[src/shared/mdi_consts.svh]
// mdi_consts.svh: offsets, field positions, reset values, sizes
// assumes: included by the package and the top module by bare name
`ifndef MDI_CONSTS_SVH
`define MDI_CONSTS_SVH

// ----------------------------------------------------------------
// register indices (byte address = index * 4)
// ----------------------------------------------------------------
`define MDI_IDX_SUPPLY      8'h44
`define MDI_IDX_CLOCK       8'h45
`define MDI_IDX_DIGITAL     8'h46
`define MDI_IDX_IRQ_STATUS  8'h50
`define MDI_IDX_IRQ_MASK    8'h51
`define MDI_IDX_FAULT_STATE 8'h52

// ----------------------------------------------------------------
// reset values and writable bits
// ----------------------------------------------------------------
`define MDI_RST_SUPPLY      16'h0000
`define MDI_RST_CLOCK       16'h0000
`define MDI_RST_DIGITAL     16'h0000
`define MDI_WMASK_SUPPLY    16'hFF87
`define MDI_WMASK_CLOCK     16'hFFFF
`define MDI_WMASK_DIGITAL   16'h0307

// ----------------------------------------------------------------
// field positions
// ----------------------------------------------------------------
`define MDI_SUP_GROUND_A    2
`define MDI_SUP_GROUND_B    1
`define MDI_SUP_DIG_GROUND  0
`define MDI_CLK_OVERFREQ    3
`define MDI_CLK_UNDERFREQ   2
`define MDI_CLK_AUX_WD      1
`define MDI_CLK_MAIN_WD     0
`define MDI_DIG_CRC_HI      9
`define MDI_DIG_CRC_LO      8
`define MDI_DIG_GROUP_A     2
`define MDI_DIG_GROUP_B     1
`define MDI_DIG_GROUP_BASE  0

// ----------------------------------------------------------------
// sizes and codes
// ----------------------------------------------------------------
`define MDI_EVT_W           7
`define MDI_PINS            3
`define MDI_DIR_W           2
`define MDI_DIR_DIG_OUT     2'h1

`endif

[src/shared/mdi_pkg.sv]
// mdi_pkg: carrier types of the monitor diagnostic injection block
// assumes: mdi_consts.svh is on the include path
`include "mdi_consts.svh"

package mdi_pkg;

	// one bit per safety monitor
	typedef struct packed {
		logic ground_a_open;
		logic ground_b_open;
		logic digital_ground_open;
		logic main_clock_freq;
		logic aux_osc_watchdog;
		logic main_clock_watchdog;
	} mdi_mon_t;

	// injection drives towards the monitors
	typedef struct packed {
		logic ground_a_open_test_enable;
		logic ground_b_open_test_enable;
		logic digital_ground_open_test_enable;
		logic main_clock_overfreq_test_enable;
		logic main_clock_underfreq_test_enable;
		logic aux_osc_watchdog_test_enable;
		logic main_clock_watchdog_test_enable;
		logic [1:0] regmap_crc_test_pattern;
	} mdi_inject_t;

	// active-low fault flags
	typedef struct packed {
		logic ground_a_open_fault_n;
		logic ground_b_open_fault_n;
		logic digital_ground_open_fault_n;
		logic main_clock_freq_fault_n;
		logic aux_osc_watchdog_fault_n;
		logic main_clock_watchdog_fault_n;
		logic regmap_crc_fault_n;
	} mdi_fault_t;

	// one pin group: two data bits and a direction code per pin
	typedef struct packed {
		logic [`MDI_PINS-1:0][1:0]            value;
		logic [`MDI_PINS-1:0][`MDI_DIR_W-1:0] direction;
	} mdi_pins_t;

	// register words covered by the register-map crc
	typedef struct packed {
		logic [15:0] supply_check_injection;
		logic [15:0] clock_check_injection;
		logic [15:0] digital_check_injection;
	} mdi_image_t;

endpackage

[src/mdi_top.sv]
// mdi_top: diagnostic injection registers for the safety monitors,
// register-map crc test selection and pin readback inversion
// assumes: apb master on sys_clk, monitors and crc checker outside
//
// Local design decision: the APB slave port.
`timescale 1ns/1ps
`include "mdi_consts.svh"

module mdi_top
	import mdi_pkg::*;
#(
	parameter int ADDR_W = 10
) (
	// clock and reset
	input  wire logic                 sys_clk,
	input  wire logic                 srst,
	// apb slave
	input  wire logic                 psel,
	input  wire logic                 penable,
	input  wire logic                 pwrite,
	input  wire logic [ADDR_W-1:0]    paddr,
	input  wire logic [31:0]          pwdata,
	output logic      [31:0]          prdata,
	output logic                      pready,
	output logic                      pslverr,
	// monitors
	input  wire mdi_pkg::mdi_mon_t    monitor_enable,
	input  wire mdi_pkg::mdi_mon_t    monitor_trip,
	input  wire logic                 crc_mismatch,
	output mdi_pkg::mdi_inject_t      inject,
	output mdi_pkg::mdi_fault_t       fault_flags,
	output mdi_pkg::mdi_image_t       crc_image,
	// pin groups
	input  wire mdi_pkg::mdi_pins_t   pin_group_a,
	input  wire mdi_pkg::mdi_pins_t   pin_group_b,
	input  wire mdi_pkg::mdi_pins_t   pin_group_base,
	output logic [`MDI_PINS-1:0][1:0] pin_group_a_value,
	output logic [`MDI_PINS-1:0][1:0] pin_group_b_value,
	output logic [`MDI_PINS-1:0][1:0] pin_group_base_value,
	// interrupt
	output logic                      irq
);
	import mdi_pkg::*;

	// ------------------------------------------------------------
	// functions
	// ------------------------------------------------------------
	function automatic logic addr_is(input logic [ADDR_W-1:0] a,
		input logic [7:0] idx);
		addr_is = (a == ADDR_W'({idx, 2'b00}));
	endfunction

	// invert data of pins driven as digital outputs
	function automatic logic [`MDI_PINS-1:0][1:0] readback(
		input mdi_pins_t g, input logic inv);
		logic [`MDI_PINS-1:0][1:0] r;
		r = g.value;
		for (int i = 0; i < `MDI_PINS; i++) begin
			if (inv && g.direction[i] == `MDI_DIR_DIG_OUT) begin
				r[i] = ~g.value[i];
			end
		end
		readback = r;
	endfunction

	// ------------------------------------------------------------
	// state
	// ------------------------------------------------------------
	logic [15:0]           supply_q, supply_d;
	logic [15:0]           clock_q, clock_d;
	logic [15:0]           digital_q, digital_d;
	logic [`MDI_EVT_W-1:0] status_q, status_d;
	logic [`MDI_EVT_W-1:0] mask_q, mask_d;
	logic [`MDI_EVT_W-1:0] fault_q, fault_d;
	logic [`MDI_EVT_W-1:0] evt;
	logic [31:0]           prdata_d;
	logic                  pready_d, pslverr_d, irq_d;
	logic                  wr;
	logic                  mapped;
	mdi_inject_t           inject_d;
	mdi_fault_t            fault_n_d;
	logic [`MDI_PINS-1:0][1:0] rb_a_d, rb_b_d, rb_base_d;

	// ------------------------------------------------------------
	// apb slave and registers
	// ------------------------------------------------------------
	// answer in the first access cycle; no wait states
	always_comb begin
		supply_d  = supply_q;
		clock_d   = clock_q;
		digital_d = digital_q;
		mask_d    = mask_q;
		prdata_d  = prdata;
		pslverr_d = 1'b0;
		pready_d  = 1'b0;
		mapped    = addr_is(paddr, `MDI_IDX_SUPPLY)
			|| addr_is(paddr, `MDI_IDX_CLOCK)
			|| addr_is(paddr, `MDI_IDX_DIGITAL)
			|| addr_is(paddr, `MDI_IDX_IRQ_STATUS)
			|| addr_is(paddr, `MDI_IDX_IRQ_MASK)
			|| addr_is(paddr, `MDI_IDX_FAULT_STATE);
		wr = psel && penable && pready && pwrite && !pslverr;
		if (psel && !penable) begin
			pready_d  = 1'b1;
			pslverr_d = !mapped;
			prdata_d  = 32'h0000_0000;
			if (!pwrite) begin
				if (addr_is(paddr, `MDI_IDX_SUPPLY)) begin
					prdata_d = {16'h0000, supply_q};
				end
				if (addr_is(paddr, `MDI_IDX_CLOCK)) begin
					prdata_d = {16'h0000, clock_q};
				end
				if (addr_is(paddr, `MDI_IDX_DIGITAL)) begin
					prdata_d = {16'h0000, digital_q};
				end
				if (addr_is(paddr, `MDI_IDX_IRQ_STATUS)) begin
					prdata_d = {25'h0000000, status_q};
				end
				if (addr_is(paddr, `MDI_IDX_IRQ_MASK)) begin
					prdata_d = {25'h0000000, mask_q};
				end
				if (addr_is(paddr, `MDI_IDX_FAULT_STATE)) begin
					prdata_d = {25'h0000000, fault_q};
				end
			end
		end
		if (wr && addr_is(paddr, `MDI_IDX_SUPPLY)) begin
			supply_d = pwdata[15:0] & `MDI_WMASK_SUPPLY;
		end
		if (wr && addr_is(paddr, `MDI_IDX_CLOCK)) begin
			clock_d = pwdata[15:0] & `MDI_WMASK_CLOCK;
		end
		if (wr && addr_is(paddr, `MDI_IDX_DIGITAL)) begin
			digital_d = pwdata[15:0] & `MDI_WMASK_DIGITAL;
		end
		if (wr && addr_is(paddr, `MDI_IDX_IRQ_MASK)) begin
			mask_d = pwdata[`MDI_EVT_W-1:0];
		end
		// write-one-clear; a new event in the same cycle survives
		status_d = status_q;
		if (wr && addr_is(paddr, `MDI_IDX_IRQ_STATUS)) begin
			status_d = status_q & ~pwdata[`MDI_EVT_W-1:0];
		end
		status_d = status_d | evt;
		irq_d    = |(status_d & mask_d);
	end

	always_ff @(posedge sys_clk) begin
		if (srst) begin
			supply_q  <= `MDI_RST_SUPPLY;
			clock_q   <= `MDI_RST_CLOCK;
			digital_q <= `MDI_RST_DIGITAL;
			status_q  <= '0;
			mask_q    <= '0;
			prdata    <= 32'h0000_0000;
			pready    <= 1'b0;
			pslverr   <= 1'b0;
			irq       <= 1'b0;
		end else begin
			supply_q  <= supply_d;
			clock_q   <= clock_d;
			digital_q <= digital_d;
			status_q  <= status_d;
			mask_q    <= mask_d;
			prdata    <= prdata_d;
			pready    <= pready_d;
			pslverr   <= pslverr_d;
			irq       <= irq_d;
		end
	end

	// ------------------------------------------------------------
	// injection and fault flags
	// ------------------------------------------------------------
	// injection is a level of the register bits, all but the crc test pattern gated by the monitor enables, so clearing a
	// bit releases the monitor on the next edge
	always_comb begin
		inject_d = '0;
		inject_d.ground_a_open_test_enable =
			supply_q[`MDI_SUP_GROUND_A]
			& monitor_enable.ground_a_open;
		inject_d.ground_b_open_test_enable =
			supply_q[`MDI_SUP_GROUND_B]
			& monitor_enable.ground_b_open;
		inject_d.digital_ground_open_test_enable =
			supply_q[`MDI_SUP_DIG_GROUND]
			& monitor_enable.digital_ground_open;
		inject_d.main_clock_overfreq_test_enable =
			clock_q[`MDI_CLK_OVERFREQ]
			& monitor_enable.main_clock_freq;
		inject_d.main_clock_underfreq_test_enable =
			clock_q[`MDI_CLK_UNDERFREQ]
			& monitor_enable.main_clock_freq;
		inject_d.aux_osc_watchdog_test_enable =
			clock_q[`MDI_CLK_AUX_WD]
			& monitor_enable.aux_osc_watchdog;
		inject_d.main_clock_watchdog_test_enable =
			clock_q[`MDI_CLK_MAIN_WD]
			& monitor_enable.main_clock_watchdog;
		inject_d.regmap_crc_test_pattern =
			digital_q[`MDI_DIG_CRC_HI:`MDI_DIG_CRC_LO];

		// fault vector, bit order matches the status register
		fault_d[6] = crc_mismatch
			|| inject_d.regmap_crc_test_pattern != 2'h0;
		fault_d[5] = monitor_enable.main_clock_freq
			& (monitor_trip.main_clock_freq
			| inject_d.main_clock_overfreq_test_enable
			| inject_d.main_clock_underfreq_test_enable);
		fault_d[4] = monitor_enable.aux_osc_watchdog
			& (monitor_trip.aux_osc_watchdog
			| inject_d.aux_osc_watchdog_test_enable);
		fault_d[3] = monitor_enable.main_clock_watchdog
			& (monitor_trip.main_clock_watchdog
			| inject_d.main_clock_watchdog_test_enable);
		fault_d[2] = monitor_enable.ground_a_open
			& (monitor_trip.ground_a_open
			| inject_d.ground_a_open_test_enable);
		fault_d[1] = monitor_enable.ground_b_open
			& (monitor_trip.ground_b_open
			| inject_d.ground_b_open_test_enable);
		fault_d[0] = monitor_enable.digital_ground_open
			& (monitor_trip.digital_ground_open
			| inject_d.digital_ground_open_test_enable);
		evt = fault_d & ~fault_q;
		// flag order follows the struct, not the status layout
		fault_n_d = '{!fault_d[2], !fault_d[1], !fault_d[0],
			!fault_d[5], !fault_d[4], !fault_d[3], !fault_d[6]};

		rb_a_d    = readback(pin_group_a,
			digital_q[`MDI_DIG_GROUP_A]);
		rb_b_d    = readback(pin_group_b,
			digital_q[`MDI_DIG_GROUP_B]);
		rb_base_d = readback(pin_group_base,
			digital_q[`MDI_DIG_GROUP_BASE]);
	end

	always_ff @(posedge sys_clk) begin
		if (srst) begin
			fault_q              <= '0;
			inject               <= '0;
			fault_flags          <= '1;
			crc_image            <= '0;
			pin_group_a_value    <= '0;
			pin_group_b_value    <= '0;
			pin_group_base_value <= '0;
		end else begin
			fault_q     <= fault_d;
			inject      <= inject_d;
			fault_flags <= fault_n_d;
			// spare bits reach the crc like any other stored bit
			crc_image.supply_check_injection  <= supply_d;
			crc_image.clock_check_injection   <= clock_d;
			crc_image.digital_check_injection <= digital_d;
			pin_group_a_value    <= rb_a_d;
			pin_group_b_value    <= rb_b_d;
			pin_group_base_value <= rb_base_d;
		end
	end

endmodule // mdi_top

[config.mk]
export PLATFORM = sky130hd
export DESIGN_NAME = mdi_top
export DESIGN_NICKNAME = d
export VERILOG_FILES = /design/src/shared/mdi_pkg.sv /design/src/mdi_top.sv
export VERILOG_INCLUDE_DIRS = /design/src /design/src/shared
export SDC_FILE = /design/constraint.sdc
export NUM_CORES = 1
export LEC_CHECK = 0
export BUFFER_PORTS_ARGS = -buffer_cell sky130_fd_sc_hd__buf_2
export CELL_PAD_IN_SITES_DETAIL_PLACEMENT = 1
export CELL_PAD_IN_SITES_GLOBAL_PLACEMENT = 1
export CORE_MARGIN = 1.5
export CORE_UTILIZATION = 36
export CTS_CLUSTER_DIAMETER = 50
export DETAILED_ROUTE_END_ITERATION = 10
export HOLD_SLACK_MARGIN = 0.02
export PLACE_DENSITY_LB_ADDON = 0.25
export SKIP_CTS_REPAIR_TIMING = 1
export SLEW_MARGIN = 20
export SYNTH_ARGS = -nofsm -noshare
export SYNTH_HDL_FRONTEND = slang
export SYNTH_SLANG_ARGS = --single-unit
[constraint.sdc]
create_clock -name sys_clk -period 3.1 [get_ports sys_clk]
set_input_delay 0.155 -clock sys_clk [delete_from_list [all_inputs] [get_ports sys_clk]]
set_output_delay 0.155 -clock sys_clk [all_outputs]
set_load 0.05 [all_outputs]
-- After elaboration in Yosys (flattened, before gate mapping)
Cells that the tools add are included.
Widths: inputs -> output; s select.
- eq/ne operators: 15
- mux-type cells: 22
- bitwise gates (word level): 36
- reductions and logical operators: 38
- operator list (operator ; number):
    $mux 32 ; 6
    $eq 10x9->1 const B ; 6
    $mux 16 ; 3
    $and 7x7->7 ; 3
    $logic_and 1x1->1 ; 19
    $eq 2x1->1 const B ; 9
    $mux 2 ; 9
    $not 2->2 ; 9
    $mux 7 ; 2
    $not 7->7 ; 2
    $and 1x1->1 ; 13
    $logic_not 1->1 ; 10
    $mux 10 ; 1
    $or 1x1->1 ; 7
    $or 7x7->7 ; 1
    $reduce_or 7->1 ; 1
    $logic_or 1x1->1 ; 6
    $reduce_bool 2->1 ; 1
    $reduce_or 2->1 ; 1
    $mux 1 ; 1
    $not 1->1 ; 1
- register bits: 123
- bits of input ports: 96
- output and inout bits: 117
- logic and storage cells: 145

-- Logic depth before layout (Yosys ltp)
- depth in word-level cells: 9
- depth in mapped cells: 8
- depth with buffers taken out: 5

-- Worst setup path before layout
OpenSTA, ideal clock, no wires.
- path kind: reg2reg
- from: register pslverr
- to: register irq
- library setup time: 0.138 ns
- arrival time: 2.195 ns
- path slack: 0.767 ns
- cell stages (with the launch flop): 7
- path buffers: 1
- clock period less this slack: 2.333 ns
- cells stage by stage: dfxtp_1 or4bb_1 or4_4 buf_6 mux2_4 a22oi_1 a41oi_1
- longest elaborated chain between the ends: 7
- RTL lines (what ; RTL line ; text):
    from (decl) ; mdi_top.sv:25 ; output logic pslverr,
    from (signal assigned) ; mdi_top.sv:168 ; pslverr <= pslverr_d;
    $logic_not 1->1 * ; mdi_top.sv:102 ; wr = psel && penable && pready && pwrite && !pslverr;
    $logic_and 1x1->1 * ; mdi_top.sv:102 ;
    $logic_and 1x1->1 ; mdi_top.sv:142 ; if (wr && addr_is(paddr, `MDI_IDX_IRQ_STATUS)) begin
    $mux 7 ; mdi_top.sv:142 ;
    $or 7x7->7 ; mdi_top.sv:145 ; status_d = status_d | evt;
    $and 7x7->7 * ; mdi_top.sv:146 ; irq_d = |(status_d & mask_d);
    $reduce_or 7->1 * ; mdi_top.sv:146 ;
    to (signal assigned) ; mdi_top.sv:169 ; irq <= irq_d;
    to (decl) ; mdi_top.sv:41 ; output logic irq
Mark *: on every way between the ends. The rest lies on a longest branch, timed or not.
A chain may end at the register's enable or synchronous reset.

-- Final worst setup path
Same ends and word-level chain as after synthesis.

==> out/metrics.csv <==
stage,metric,value,unit
yosys,predominant post-synthesis flop cell,dfxtp_1,
setup_path,CP Max Fanout,9,
floorplan,Cell Rows,40,
place,dpl cells,834,
setup_path,R2R Setup Slk,820,ps
yosys,cell type with the largest total area after synthesis,dfxtp_1,
setup_path,CP Buf/Inv Count,0,
yosys,synth warn,0,
routing,via count,4214,
routing,routed vias/inst,4.96,
final_layout,number of inserted diodes,0,
sta,fmax,438,MHz
power_and_ir_drop,Pwr Total,2.82,mW
final_layout,"Design Area, Final",5700,µm²
setup_path,crit path capture type,flip-flop,
hold_path,Hold Path Origin,pin_group_b[9],
setup_path,Worst Setup Path Type,flip-flop to flip-flop,
sta,Final Max Tran Viols,0,
clocking,clock buffer depth,2,
routing,TritonRoute pass-1 iters,4,
yosys,"EDFF count, synth",0,
floorplan,Core Box Area,12200,µm²
sta,Setup Skew,6.83,ps
clocking,CTS tree,yes,
clocking,Sink Count,107,
place,placed inst area,5430,µm²
place,port bufs,165,
setup_path,CP max stage cell,or4bb_1,
setup_path,Worst R2R Start,pslverr,
final_layout,Layout Nets,773,
place,HPWL Detailed,10600,µm
yosys,Syn Inst Count,520,
clocking,clk slew on worst S/H paths,70,ps
floorplan,Die ar.,13300,µm²
sta,RSZ-0062 raised after global routing,false,
setup_path,worst r2r path cells,5,
yosys,Synth Area per Inst,8.74,µm²
setup_path,CP peak stage delay,550,ps
setup_path,data required time of the worst path,3290,ps
power_and_ir_drop,leakage power,2.51,nW
yosys,Synth top area share,47.1,%
clocking,CTS Buf Count,9,
setup_path,"delay-heaviest family, CP",simple AND/OR/NAND/NOR gates,
sta,slew margin rel.,33.3,%
power_and_ir_drop,power per cell area,494,nW/µm²
hold_path,Hold Crit Class,input pin to flip-flop,
clocking,H-tree Lvls,3,
routing,final antenna-violating net count,0,
hold_path,hold path endpoint,pin_group_b_value[3],
place,GP Congestion,0.782,
flow_run,Max-cap violations,0,
clocking,Root Buffer,clkbuf_16,
yosys,"Async S/R FF share, synth",0,%
final_layout,area delta synth->final,25.5,%
yosys,largest cells by area after synthesis,"dfxtp_1 (47%), nand2_1 (5.5%), a21oi_1 (5.5%)",
global_routing,aggregate global routing overflow,0,
setup_path,worst path cell trace,or4bb_1 -> or4_4 -> mux2_4 -> a22oi_1 -> a41oi_1,
hold_path,WHS Path Cells,3,
routing,Post-Route WL,13900,µm
final_layout,Finished Layout Cells,849,
outcome,outcome,"complete, no violations",
final_layout,filler instances,1535,
floorplan,Initial Utilization,37.4,%
global_routing,largest net degree at the start of global routing,65,
yosys,count of cell types in the netlist,52,
sta,Setup TNS Final,0,ps
setup_path,crit path launch type,flip-flop,
final_layout,"most common cell after layout, fill and taps aside",buf_2,
yosys,Yosys reg bits,107,
final_layout,utilization after layout,46.9,%
global_routing,GRT Total Usage,20.9,%
global_routing,initial antenna violation count,0,
final_layout,share of cells above drive strength 1,30.1,%
sta,Tmin final,2280,ps
setup_path,RR Endpoint,irq,
power_and_ir_drop,peak supply drop,0.000241,V
yosys,"Seq/Total Area, Yosys",47.1,%
clocking,Worst-Skew Late Latency,340,ps
setup_path,Critical Path AT,2470,ps
sta,Setup-failing EPs final,0,
floorplan,IO Count,213,
routing,# DRC,0,
sta,Final period util,73.7,%
yosys,mapped cell area,4540,µm²
final_layout,"leading cell types in the layout, fill and taps excluded","buf_2 (164), dfxtp_1 (107), nand2_1 (67)",
routing,drt wl/cell,16.4,µm
global_routing,global-route wire length before repair,21600,µm
global_routing,vias in the first global route,4238,
sta,Hold Fails Final Rpt,0,
floorplan,DIE WIDTH,115,µm
sta,worst slew pin tran,992,ps
routing,initial DRC count,140,
floorplan,Die Y-Extent,115,µm
kinds of logic after synthesis:
| kind of cell | after synthesis | share of synthesized area (%) |
|---|---|---|
| mux | 9 | 2.26 |
| other cells | 1 | 0.0825 |
| flops | 107 | 47.1 |
| xor+xnor | 18 | 3.47 |
| compound gates | 110 | 15.7 |
| simple gates | 198 | 21.9 |
| buf+inv | 77 | 9.42 |
where the power goes:
group | switching (mW) | internal [mW]
logic | 0.251 | 0.0880
clock network | 0.502 | 0.562
registers | 0.0110 | 1.40
total | 0.764 | 2.05
worst max path at each step:
stage | startpoint | to | slack (ps) | cells past startpoint
after floorplan | pslverr | irq | 770 | 6
after global placement | paddr[5] | irq | 690 | 6
after detailed placement | paddr[5] | irq | 630 | 6
after CTS | pslverr | irq | 810 | 5
after global routing | pslverr | irq | 730 | 5
final | pslverr | irq | 820 | 5
metal layers:
| layer | wire length (µm) | GRT usage (%) | up-vias | share of wire [%] |
|---|---|---|---|---|
| li1 | - | - | 2027 | - |
| met3 | 747 | 3.95 | 20 | 5.4 |
| met1 | 5860 | 24.8 | 2018 | 42 |
| met4 | 281 | 7.33 | 0 | 2.0 |
| met5 | 0 | 0 | - | 0 |
| met2 | 7060 | 37.6 | 149 | 51 |
tightest hold or removal path: cells and delay by family:
kind                      cells  cell delay (ps)
buffers and inverters         1               80
and+or+nand+nor               1               70
xor gates and xnor gates      1               50
synth_stat cells (2+ instances only):
| cell | instances |
|---|---|
| inv_1 | 16 |
| mux2i_1 | 5 |
| and3b_1 | 8 |
| nand3_1 | 14 |
| o21ai_0 | 10 |
| buf_2 | 6 |
| mux2_4 | 2 |
| and2_1 | 7 |
| o221ai_1 | 3 |
| nand2_1 | 67 |
| nor3_1 | 5 |
| and3_1 | 2 |
| a31o_2 | 2 |
| a22o_1 | 9 |
| a2bb2oi_1 | 2 |
| a221oi_1 | 3 |
| nor2b_1 | 16 |
| o211ai_1 | 3 |
| nor3b_1 | 5 |
| or4b_1 | 2 |
| nor2_1 | 48 |
| nor4_1 | 3 |
| o2bb2ai_1 | 2 |
| nand3b_1 | 9 |
| dfxtp_1 | 107 |
| nand2b_1 | 2 |
| nor4b_1 | 2 |
| or2_2 | 3 |
| o22a_1 | 2 |
| buf_4 | 33 |
| xor2_1 | 18 |
| mux2_2 | 2 |
| a22oi_1 | 15 |
| clkbuf_1 | 20 |
| a21oi_1 | 50 |
sequential cells by signal (all words and copies together) (netlist names):
register and cells:
inject 9, pin_group_b_value 6, fault_q 7, pslverr 1, prdata 16, fault_flags 7, pin_group_a_value 6, status_q 7
pin_group_base_value 6, mask_q 7, pready 1, crc_image 33, irq 1
area by class of cell:
cell class / count / area, µm² / area share [%]
tap: 168 / 210 / 3.69
inverter: 16 / 60.1 / 1.05
clock inverter: 4 / 27.5 / 0.483
timing repair buffer: 177 / 918 / 16.1
sequential: 107 / 2140 / 37.6
clock buffer: 11 / 243 / 4.26
multi-input combinational: 366 / 2100 / 36.8
per-stage QoR:
step	hold slack, ps	worst slack (ps)
floorplan	291	767
global placement	397	692
detailed placement	408	626
CTS	51.4	807
global route	53.6	731
finish	58.9	815
Note: power is estimated with default switching activity, not from simulation.
